--- src/rtl/bss_pkg.sv ---
// Package for the bridge secondary status and capability link block.
// Assumes a 32-bit word-wide configuration access port.
package bss_pkg;

  // ==========================================================
  // Register map
  localparam logic [7:0] BSS_CAP_STAT_OFF = 8'h80;
  localparam logic [7:0] BSS_IRQ_STAT_OFF = 8'hC0;
  localparam logic [7:0] BSS_IRQ_MASK_OFF = 8'hC4;
  localparam logic [7:0] BSS_NEXT_CAP_VAL = 8'h90;

  // ==========================================================
  // Field positions
  localparam int BSS_NEXT_LSB = 8;
  localparam int BSS_B64_BIT = 16;
  localparam int BSS_M133_BIT = 17;
  localparam int BSS_DISC_BIT = 18;
  localparam int BSS_UNEXP_BIT = 19;
  localparam int BSS_OVR_BIT = 20;
  localparam int BSS_DLY_BIT = 21;
  localparam int BSS_FREQ_LSB = 22;

  // ==========================================================
  // Reset values of the frequency code, events and mask
  localparam logic [2:0] BSS_FREQ_RST = 3'h0;
  localparam logic [3:0] BSS_EVT_RST = 4'h0;
  localparam logic [3:0] BSS_MASK_RST = 4'h0;

  // Event vector: discarded, unexpected, overrun, delayed
  typedef struct packed {
    logic dly;
    logic ovr;
    logic unexp;
    logic disc;
  } bss_evt_s;

  // Register port request
  typedef struct packed {
    logic [7:0] addr;
    logic [31:0] wdata;
    logic wr;
    logic rd;
  } bss_req_s;

endpackage : bss_pkg

--- src/rtl/bss_status.sv ---
// Secondary status half-word, next capability link, event interrupt.
// Assumes strap and events synchronous to clk_i; strap sampled at reset.
`timescale 1ns/100ps
`default_nettype none

module bss_status
  import bss_pkg::*;
(
  input wire logic clk_i,
  input wire logic resetn_i,
  input wire logic reverse_mode_i,
  input wire logic [2:0] sec_clk_code_i,
  input wire logic evt_discard_i,
  input wire logic evt_unexpected_i,
  input wire logic evt_overrun_i,
  input wire logic evt_delayed_i,
  input wire logic [7:0] addr_i,
  input wire logic [31:0] wdata_i,
  input wire logic wr_i,
  input wire logic rd_i,
  output logic [31:0] rdata_o,
  output logic irq_o
);

  // ==========================================================
  // State
  typedef struct packed {
    logic rev;
    logic m133;
    logic [2:0] freq;
    bss_evt_s sts;
    bss_evt_s irq_sts;
    bss_evt_s mask;
    logic [31:0] rdata;
    logic irq;
  } bss_state_s;

  bss_state_s st_q;
  bss_state_s st_d;
  bss_evt_s ev;
  bss_req_s req;

  // Compose the status word from state
  function automatic logic [31:0] stat_word(input bss_state_s s);
    logic [31:0] w;
    w = 32'h0000_0000;
    w[BSS_NEXT_LSB +: 8] = BSS_NEXT_CAP_VAL;
    w[BSS_B64_BIT] = 1'b0;
    w[BSS_M133_BIT] = s.m133;
    w[BSS_DISC_BIT] = s.sts.disc;
    w[BSS_UNEXP_BIT] = s.sts.unexp;
    w[BSS_OVR_BIT] = s.sts.ovr;
    w[BSS_DLY_BIT] = s.sts.dly;
    w[BSS_FREQ_LSB +: 3] = s.rev ? 3'h0 : s.freq;
    return w;
  endfunction : stat_word

  // Gate events by mode
  always_comb begin
    req = '{addr: addr_i, wdata: wdata_i, wr: wr_i, rd: rd_i};
    ev.disc = evt_discard_i & ~st_q.rev;
    ev.unexp = evt_unexpected_i & st_q.rev;
    ev.ovr = evt_overrun_i;
    ev.dly = evt_delayed_i;
  end

  // Next state
  always_comb begin
    st_d = st_q;
    st_d.rdata = 32'h0000_0000;
    st_d.freq = st_q.rev ? 3'h0 : sec_clk_code_i;
    // Write one to clear, event set wins
    if (req.wr && req.addr == BSS_CAP_STAT_OFF) begin
      st_d.sts.disc = st_q.sts.disc & ~req.wdata[BSS_DISC_BIT];
      st_d.sts.unexp = st_q.sts.unexp & ~req.wdata[BSS_UNEXP_BIT];
      st_d.sts.ovr = st_q.sts.ovr & ~req.wdata[BSS_OVR_BIT];
      st_d.sts.dly = st_q.sts.dly & ~req.wdata[BSS_DLY_BIT];
    end
    if (req.wr && req.addr == BSS_IRQ_MASK_OFF) begin
      st_d.mask = req.wdata[3:0];
    end
    st_d.sts = st_d.sts | ev;
    if (st_q.rev) begin
      st_d.sts.disc = 1'b0;
    end else begin
      st_d.sts.unexp = 1'b0;
    end
    // Interrupt status, cleared by its read
    if (req.rd && req.addr == BSS_IRQ_STAT_OFF) begin
      st_d.irq_sts = ev;
    end else begin
      st_d.irq_sts = st_q.irq_sts | ev;
    end
    // Read data
    if (req.rd) begin
      case (req.addr)
        BSS_CAP_STAT_OFF: st_d.rdata = stat_word(st_q);
        BSS_IRQ_STAT_OFF: st_d.rdata = {28'h000_0000, st_q.irq_sts};
        BSS_IRQ_MASK_OFF: st_d.rdata = {28'h000_0000, st_q.mask};
        default: st_d.rdata = 32'h0000_0000;
      endcase
    end
    st_d.irq = |(st_d.irq_sts & st_d.mask);
  end

  // Registers; strap caught on the reset cycle
  always_ff @(posedge clk_i) begin
    if (!resetn_i) begin
      st_q <= '0;
      st_q.rev <= reverse_mode_i;
      st_q.m133 <= ~reverse_mode_i;
      st_q.freq <= BSS_FREQ_RST;
    end else begin
      st_q <= st_d;
    end
  end

  assign rdata_o = st_q.rdata;
  assign irq_o = st_q.irq;

  // ==========================================================
  // Assertions
  link_const_a: assert property (@(posedge clk_i) disable iff (!resetn_i)
    rd_i && addr_i == BSS_CAP_STAT_OFF |=> rdata_o[15:8] == BSS_NEXT_CAP_VAL &&
    rdata_o[16] == 1'b0 && rdata_o[31:25] == 7'h00)
    else $error("link byte or fixed bits wrong");
  no_wide_a: assert property (@(posedge clk_i) disable iff (!resetn_i)
    rd_i |=> !rdata_o[16])
    else $error("64-bit bit set");
  m133_mode_a: assert property (@(posedge clk_i) disable iff (!resetn_i)
    st_q.m133 == !st_q.rev)
    else $error("133 bit mismatches mode");
  disc_set_a: assert property (@(posedge clk_i) disable iff (!resetn_i)
    evt_discard_i && !st_q.rev |=> st_q.sts.disc)
    else $error("discard not recorded");
  disc_rev_a: assert property (@(posedge clk_i) disable iff (!resetn_i)
    st_q.rev |=> !st_q.sts.disc)
    else $error("discard set in reverse");
  unexp_set_a: assert property (@(posedge clk_i) disable iff (!resetn_i)
    evt_unexpected_i && st_q.rev |=> st_q.sts.unexp)
    else $error("unexpected not recorded");
  unexp_fwd_a: assert property (@(posedge clk_i) disable iff (!resetn_i)
    !st_q.rev |=> !st_q.sts.unexp)
    else $error("unexpected set in forward");
  ovr_set_a: assert property (@(posedge clk_i) disable iff (!resetn_i)
    evt_overrun_i |=> st_q.sts.ovr [*1])
    else $error("overrun not recorded");
  dly_set_a: assert property (@(posedge clk_i) disable iff (!resetn_i)
    evt_delayed_i |=> st_q.sts.dly)
    else $error("delay not recorded");
  freq_rev_a: assert property (@(posedge clk_i) disable iff (!resetn_i)
    rd_i && addr_i == BSS_CAP_STAT_OFF && st_q.rev |=>
    rdata_o[24:22] == 3'h0)
    else $error("clock code nonzero in reverse");
  freq_fwd_a: assert property (@(posedge clk_i) disable iff (!resetn_i)
    !st_q.rev ##1 !st_q.rev |-> st_q.freq == $past(sec_clk_code_i))
    else $error("clock code not tracked");
  w1c_a: assert property (@(posedge clk_i) disable iff (!resetn_i)
    wr_i && addr_i == BSS_CAP_STAT_OFF && wdata_i[BSS_OVR_BIT] &&
    !evt_overrun_i
    |=> !st_q.sts.ovr)
    else $error("write one did not clear");
  w0_keep_a: assert property (@(posedge clk_i) disable iff (!resetn_i)
    wr_i && addr_i == BSS_CAP_STAT_OFF && !wdata_i[21] && st_q.sts.dly
    |=> st_q.sts.dly)
    else $error("write zero cleared bit");

  disc_cov_c: cover property (@(posedge clk_i) st_q.sts.disc);
  unexp_cov_c: cover property (@(posedge clk_i) st_q.sts.unexp);
  irq_cov_c: cover property (@(posedge clk_i) irq_o ##1 !irq_o);
  clr_cov_c: cover property (@(posedge clk_i)
    st_q.sts.ovr ##1 !st_q.sts.ovr);

endmodule : bss_status

`default_nettype wire

--- config.mk ---
export PLATFORM = sky130hd
export DESIGN_NAME = bss_status
export DESIGN_NICKNAME = d
export VERILOG_FILES = /design/src/rtl/bss_pkg.sv /design/src/rtl/bss_status.sv
export SDC_FILE = /design/constraint.sdc
export NUM_CORES = 1
export LEC_CHECK = 0
export BUFFER_PORTS_ARGS = -buffer_cell sky130_fd_sc_hd__buf_2
export CAP_MARGIN = 25
export CORE_UTILIZATION = 39
export DETAILED_ROUTE_END_ITERATION = 6
export PLACE_DENSITY_LB_ADDON = 0.05
export SLEW_MARGIN = 40
export SYNTH_ARGS = -nofsm -noshare
export SYNTH_HDL_FRONTEND = slang
export SYNTH_SLANG_ARGS = --single-unit
export TNS_END_PERCENT = 50
--- constraint.sdc ---
create_clock -name clk_i -period 1.3 [get_ports clk_i]
set_input_delay 0.065 -clock clk_i [delete_from_list [all_inputs] [get_ports clk_i]]
set_output_delay 0.065 -clock clk_i [all_outputs]
set_load 0.005 [all_outputs]
# After elaboration in Yosys (flattened, before gate mapping)
# Cells that the tools add are included.
# W data, S select, Z words.
[classes] eq_ne=3 n_mux=5 n_bitwise=16 reduce_logical=7
[op_table] op="$pmux W25 S3" count=1
[op_table] op="$eq A8 B8 Y1 const B" count=3
[op_table] op="$mux W4" count=3
[op_table] op="$or A4 B4 Y4" count=2
[op_table] op="$not A1 Y1" count=7
[op_table] op="$and A1 B1 Y1" count=6
[op_table] op="$and A4 B4 Y4" count=1
[op_table] op="$reduce_and A2 Y1" count=2
[op_table] op="$reduce_or A4 Y1" count=1
[op_table] op="$logic_and A1 B1 Y1" count=3
[op_table] op="$mux W3" count=1
[op_table] op="$reduce_or A2 Y1" count=1
[totals] ff_bits=50 in_bits=52 out_inout_bits=33 wordCells=48

# Depth between registers and ports, before layout
[logic_depth] word_depth=6 ltp_mapped=5 mapped_depth_nobuf=4

# Worst setup path after synthesis
# No wires, ideal clock.
[synth_timing] path_kind="input port to flip-flop" from="input port addr_i[1]" to="register st_q (netlist bit irq_o)" setup_ns=0.134 arrival_time_ns=1.184 required_ns=1.166 path_slack_ns=-0.018 path_stages=5 n_path_buf=1 cell_sequence="or4b_4 > buf_6 > o31a_1 > o22ai_1 > a41oi_1"
[synth_between] elab_chain_len=5 elab_cells_between_ends=8 cone_classes="eq/ne: 2; mux: 2; bitwise: 1; reduce/logical: 3"
[synth_rtl] item="start, declared" line_no="bss_status.sv:17" source="input wire logic [7:0] addr_i,"
[synth_rtl] item="$eq A8 B8 Y1, on equally long branches" line_no="bss_status.sv:89, bss_status.sv:79"
[synth_rtl] item="$logic_and A1 B1 Y1, on equally long branches" line_no="bss_status.sv:89, bss_status.sv:79"
[synth_rtl] item="$mux W4, on equally long branches" line_no="bss_status.sv:89, bss_status.sv:79"
[synth_rtl] item="$and A4 B4 Y4 *" line_no="bss_status.sv:103" source="st_d.irq = |(st_d.irq_sts & st_d.mask);"
[synth_rtl] item="$reduce_or A4 Y1 *" line_no="bss_status.sv:103"
[synth_rtl] item="end signal, assigned" line_no="bss_status.sv:114" source="st_q <= st_d;"
[synth_rtl] item="end, declared" line_no="bss_status.sv:38" source="bss_state_s st_q;"
# Mark *: on every way between the ends. The rest lies on a longest branch, timed or not.
# A chain may end at the register's enable or synchronous reset.

# Worst setup path after layout
# Same ends and word-level chain as after synthesis.

==> impl_metrics.yaml <==
power:
  power_switching_w: 0.000448
  peakVddDrop_uv: 387
  combPwrFrac_pct: 8.1
  swShare_pct: 21.6
  p_int_w: 0.00162
  power.leakage_nw: 0.824
  power.density_mw_per_mm2: 1190
  seqPwrFrac_pct: 48.3
  finalPower_w: 0.00207
  clock_power_share_pct: 43.7
floorplanning:
  die_height_um: 63.3
  die-area_mm2: 0.00400
  std_cell_rows: 21
  chipWidth_um: 63.3
  initial_utilization_pct: 42.2
  core_area_mm2: 0.00347
  boundaryPins: 85
grt:
  grt_usage_pct: 16.0
  grt_pass1_wl_mm: 4.84
  grt_pass1_vias: 1080
  antenna_found_initial: 0
  grt_max_degree: 11
  grt_overflow: 0
clocking:
  clock_latency_ns: 0.28
  h-tree-depth: 2
  path_clk_slew_ns: 0.06
  cts-resized-gates: 0
  clockBufferDepth: 2
  cts_root_buf: "clkbuf_8"
  cts.sinks: 31
  cts_tree: "built"
  cts_buffers: 5
synthesis:
  synth_area_mm2: 0.00146
  ys_seq_area_share_pct: 43.8
  async_flop_share_pct: 0
  synth.avg_cell_area_um2: 9.96
  synth_cell_type_count: 32
  synthTopCellsByArea: "dfxtp_1 (40%), buf_4 (16%), and2_1 (5.1%)"
  synth_seq_cells: 31
  synth-edff-count: 2
  syn_inst: 147
  netlist.area_leader.share_pct: 39.7
  synth_top_cell_by_area: "dfxtp_1"
  yosysWarnings: 0
  ys.flop_type: "dfxtp_1"
critical_path:
  crit_path_max_fanout: 9
  reg2reg_from: "st_d[49]"
  critical_path.slowest_cell: "or4b_4"
  arrival_ns: 1.38
  crit_chain: "buf_2 -> or4b_4 -> o31a_1 -> o22ai_1 -> a41oi_1"
  critical_path_required_ns: 1.45
  cp-startpoint: "addr_i[1]"
  crit_type: "in -> reg"
  max_stage_delay_ns: 0.62
  crit_path_start_kind: "primary input"
  crit_path_end_kind: "flop"
timing:
  min_period_ns: 1.24
  finalHoldViolCount: 0
  rsz0062_at_grt: "no"
  max_freq_mhz: 810
  whs_ns: 0.0133
  setup_ws_ns: 0.0649
  skew_ns: 0.00440
  drv_slew: 0
  min_period_over_period_pct: 95.0
  final-setup-viol-count: 0
routing:
  ant_nets: 0
  drt_iter0_markers: 25
  via_per_inst: 4.61
  vias: 1098
  dr.pass1.iters: 4
  wirelength_mm: 2.78
  wl_per_cell_um: 11.7
  drcViolationCount: 0
place:
  io_buffers: 42
  dp_hpwl_mm: 2.09
  pre_cts_ws_ns: -0.231
  place_congestion: 0.826
run_status:
  outcome: "finished, final reports clean"
min_path:
  hold_path.class: "in -> reg"
  hp-start: "sec_clk_code_i[1]"
finish:
  antenna_cells: 0
  layout-drive-gt1-share_pct: 35.9
  post-route-util_pct: 50.4
  num-fill-cells: 358
  area_delta_synth_final_pct: 19.4
  nets: 243
flow_run:
  drv_cap: 0
## metal layers
layer	routed length (µm)	share of wire (%)	vias up	GRT usage [%]
li1	-	-	541	-
met1	1240	45	506	20.0
met2	1310	47	46	25.1
met3	163	5.9	5	3.26
met4	66	2.4	0	9.38
met5	0	0	-	0
## path summary, 6_finish.rpt
kind                               endpoint  slack (ns)  cells after the start
worst max-delay path                  irq_o        0.06                      5
worst max register to register  rdata_o[23]        0.20                      3
worst min-delay path               st_q[46]        0.01                      2
worst min register to register  rdata_o[24]        0.43                      1
## per-stage QoR
stage / setup TNS [ns] / area, µm² / cells
3_3_place_gp: -2.12 / 1610 / 227
3_5_place_dp: -2.38 / 1610 / 227
6_report: 0 / 1750 / 238
4_1_cts: 0 / 1750 / 238
5_1_grt: 0 / 1750 / 238
2_1_floorplan: -0.0229 / 1530 / 164
## flip-flops by register name (all words and copies together), names as in the netlist
register  cells
irq_o         1
rdata_o      13
st_d          2
st_q         15
## Yosys cell counts (2+ instances only)
cell and count:
a21boi_1 4, nor3_2 2, buf_4 32, o21a_1 6
nor4_2 4, and2_1 12, nor4_1 2, a31oi_1 4
o22ai_1 4, o31a_1 4, a22o_1 4, edfxtp_1 2
inv_1 11, nor2_1 10, dfxtp_1 29
## power groups by stage
stage                     clock network, W  logic [W]  registers [W]
final                             0.000904   0.000167        0.00100
after global routing              0.000980   0.000187        0.00100
after CTS                         0.000924   0.000168        0.00100
after detailed placement                 0   0.000160        0.00102
after global placement                   0   0.000158        0.00102
after floorplan                          0   0.000125        0.00102
## cell type report
type,instances,area (µm²),share of cell area (%)
inverter,12,45.0,2.58
timing repair buffer,55,315,18.0
multi-input combinational,86,582,33.3
clock inverter,3,38.8,2.22
clock buffer,5,68.8,3.94
sequential,31,641,36.6
tap,46,57.6,3.29
## cells by family after synthesis
kind of cell,Yosys count,synth area share [%]
flops,31,43.8
simple gates,39,19.8
other cells,1,0.256
compound gates,29,15.3
buf+inv,47,20.9
## worst max-delay path, delay by kind of cell
family,cells,cell delay [ns]
buffers and inverters,1,0.11
AND/OR/NAND/NOR,1,0.62
AO/OA/AOI/OAI,3,0.59
## layout by cell type, fill, tap and decap left out, types with 2 or more instances in the layout
master,Yosys,routed
o22ai_1,4,4
dlygate4sd3_1,0,3
clkinv_1,1,2
o21a_1,6,6
a31oi_1,4,4
buf_4,32,10
edfxtp_1,2,2
buf_2,1,42
o31a_1,4,4
inv_1,11,11
nor2_1,10,10
and2_1,12,12
a22o_1,4,4
a21boi_1,4,4
nor4_1,2,2
nor4_2,4,4
dfxtp_1,29,29
conb_1,1,18
clkbuf_8,0,5
nor3_2,2,2
## what timing repair did
item	in CTS	in global routing
buffers inserted	0	0
setup endpoints to repair	0	1
endpoints found under the hold margin	3	0
hold buffers	3	0
No activity file was read; power rests on OpenSTA's default activity.
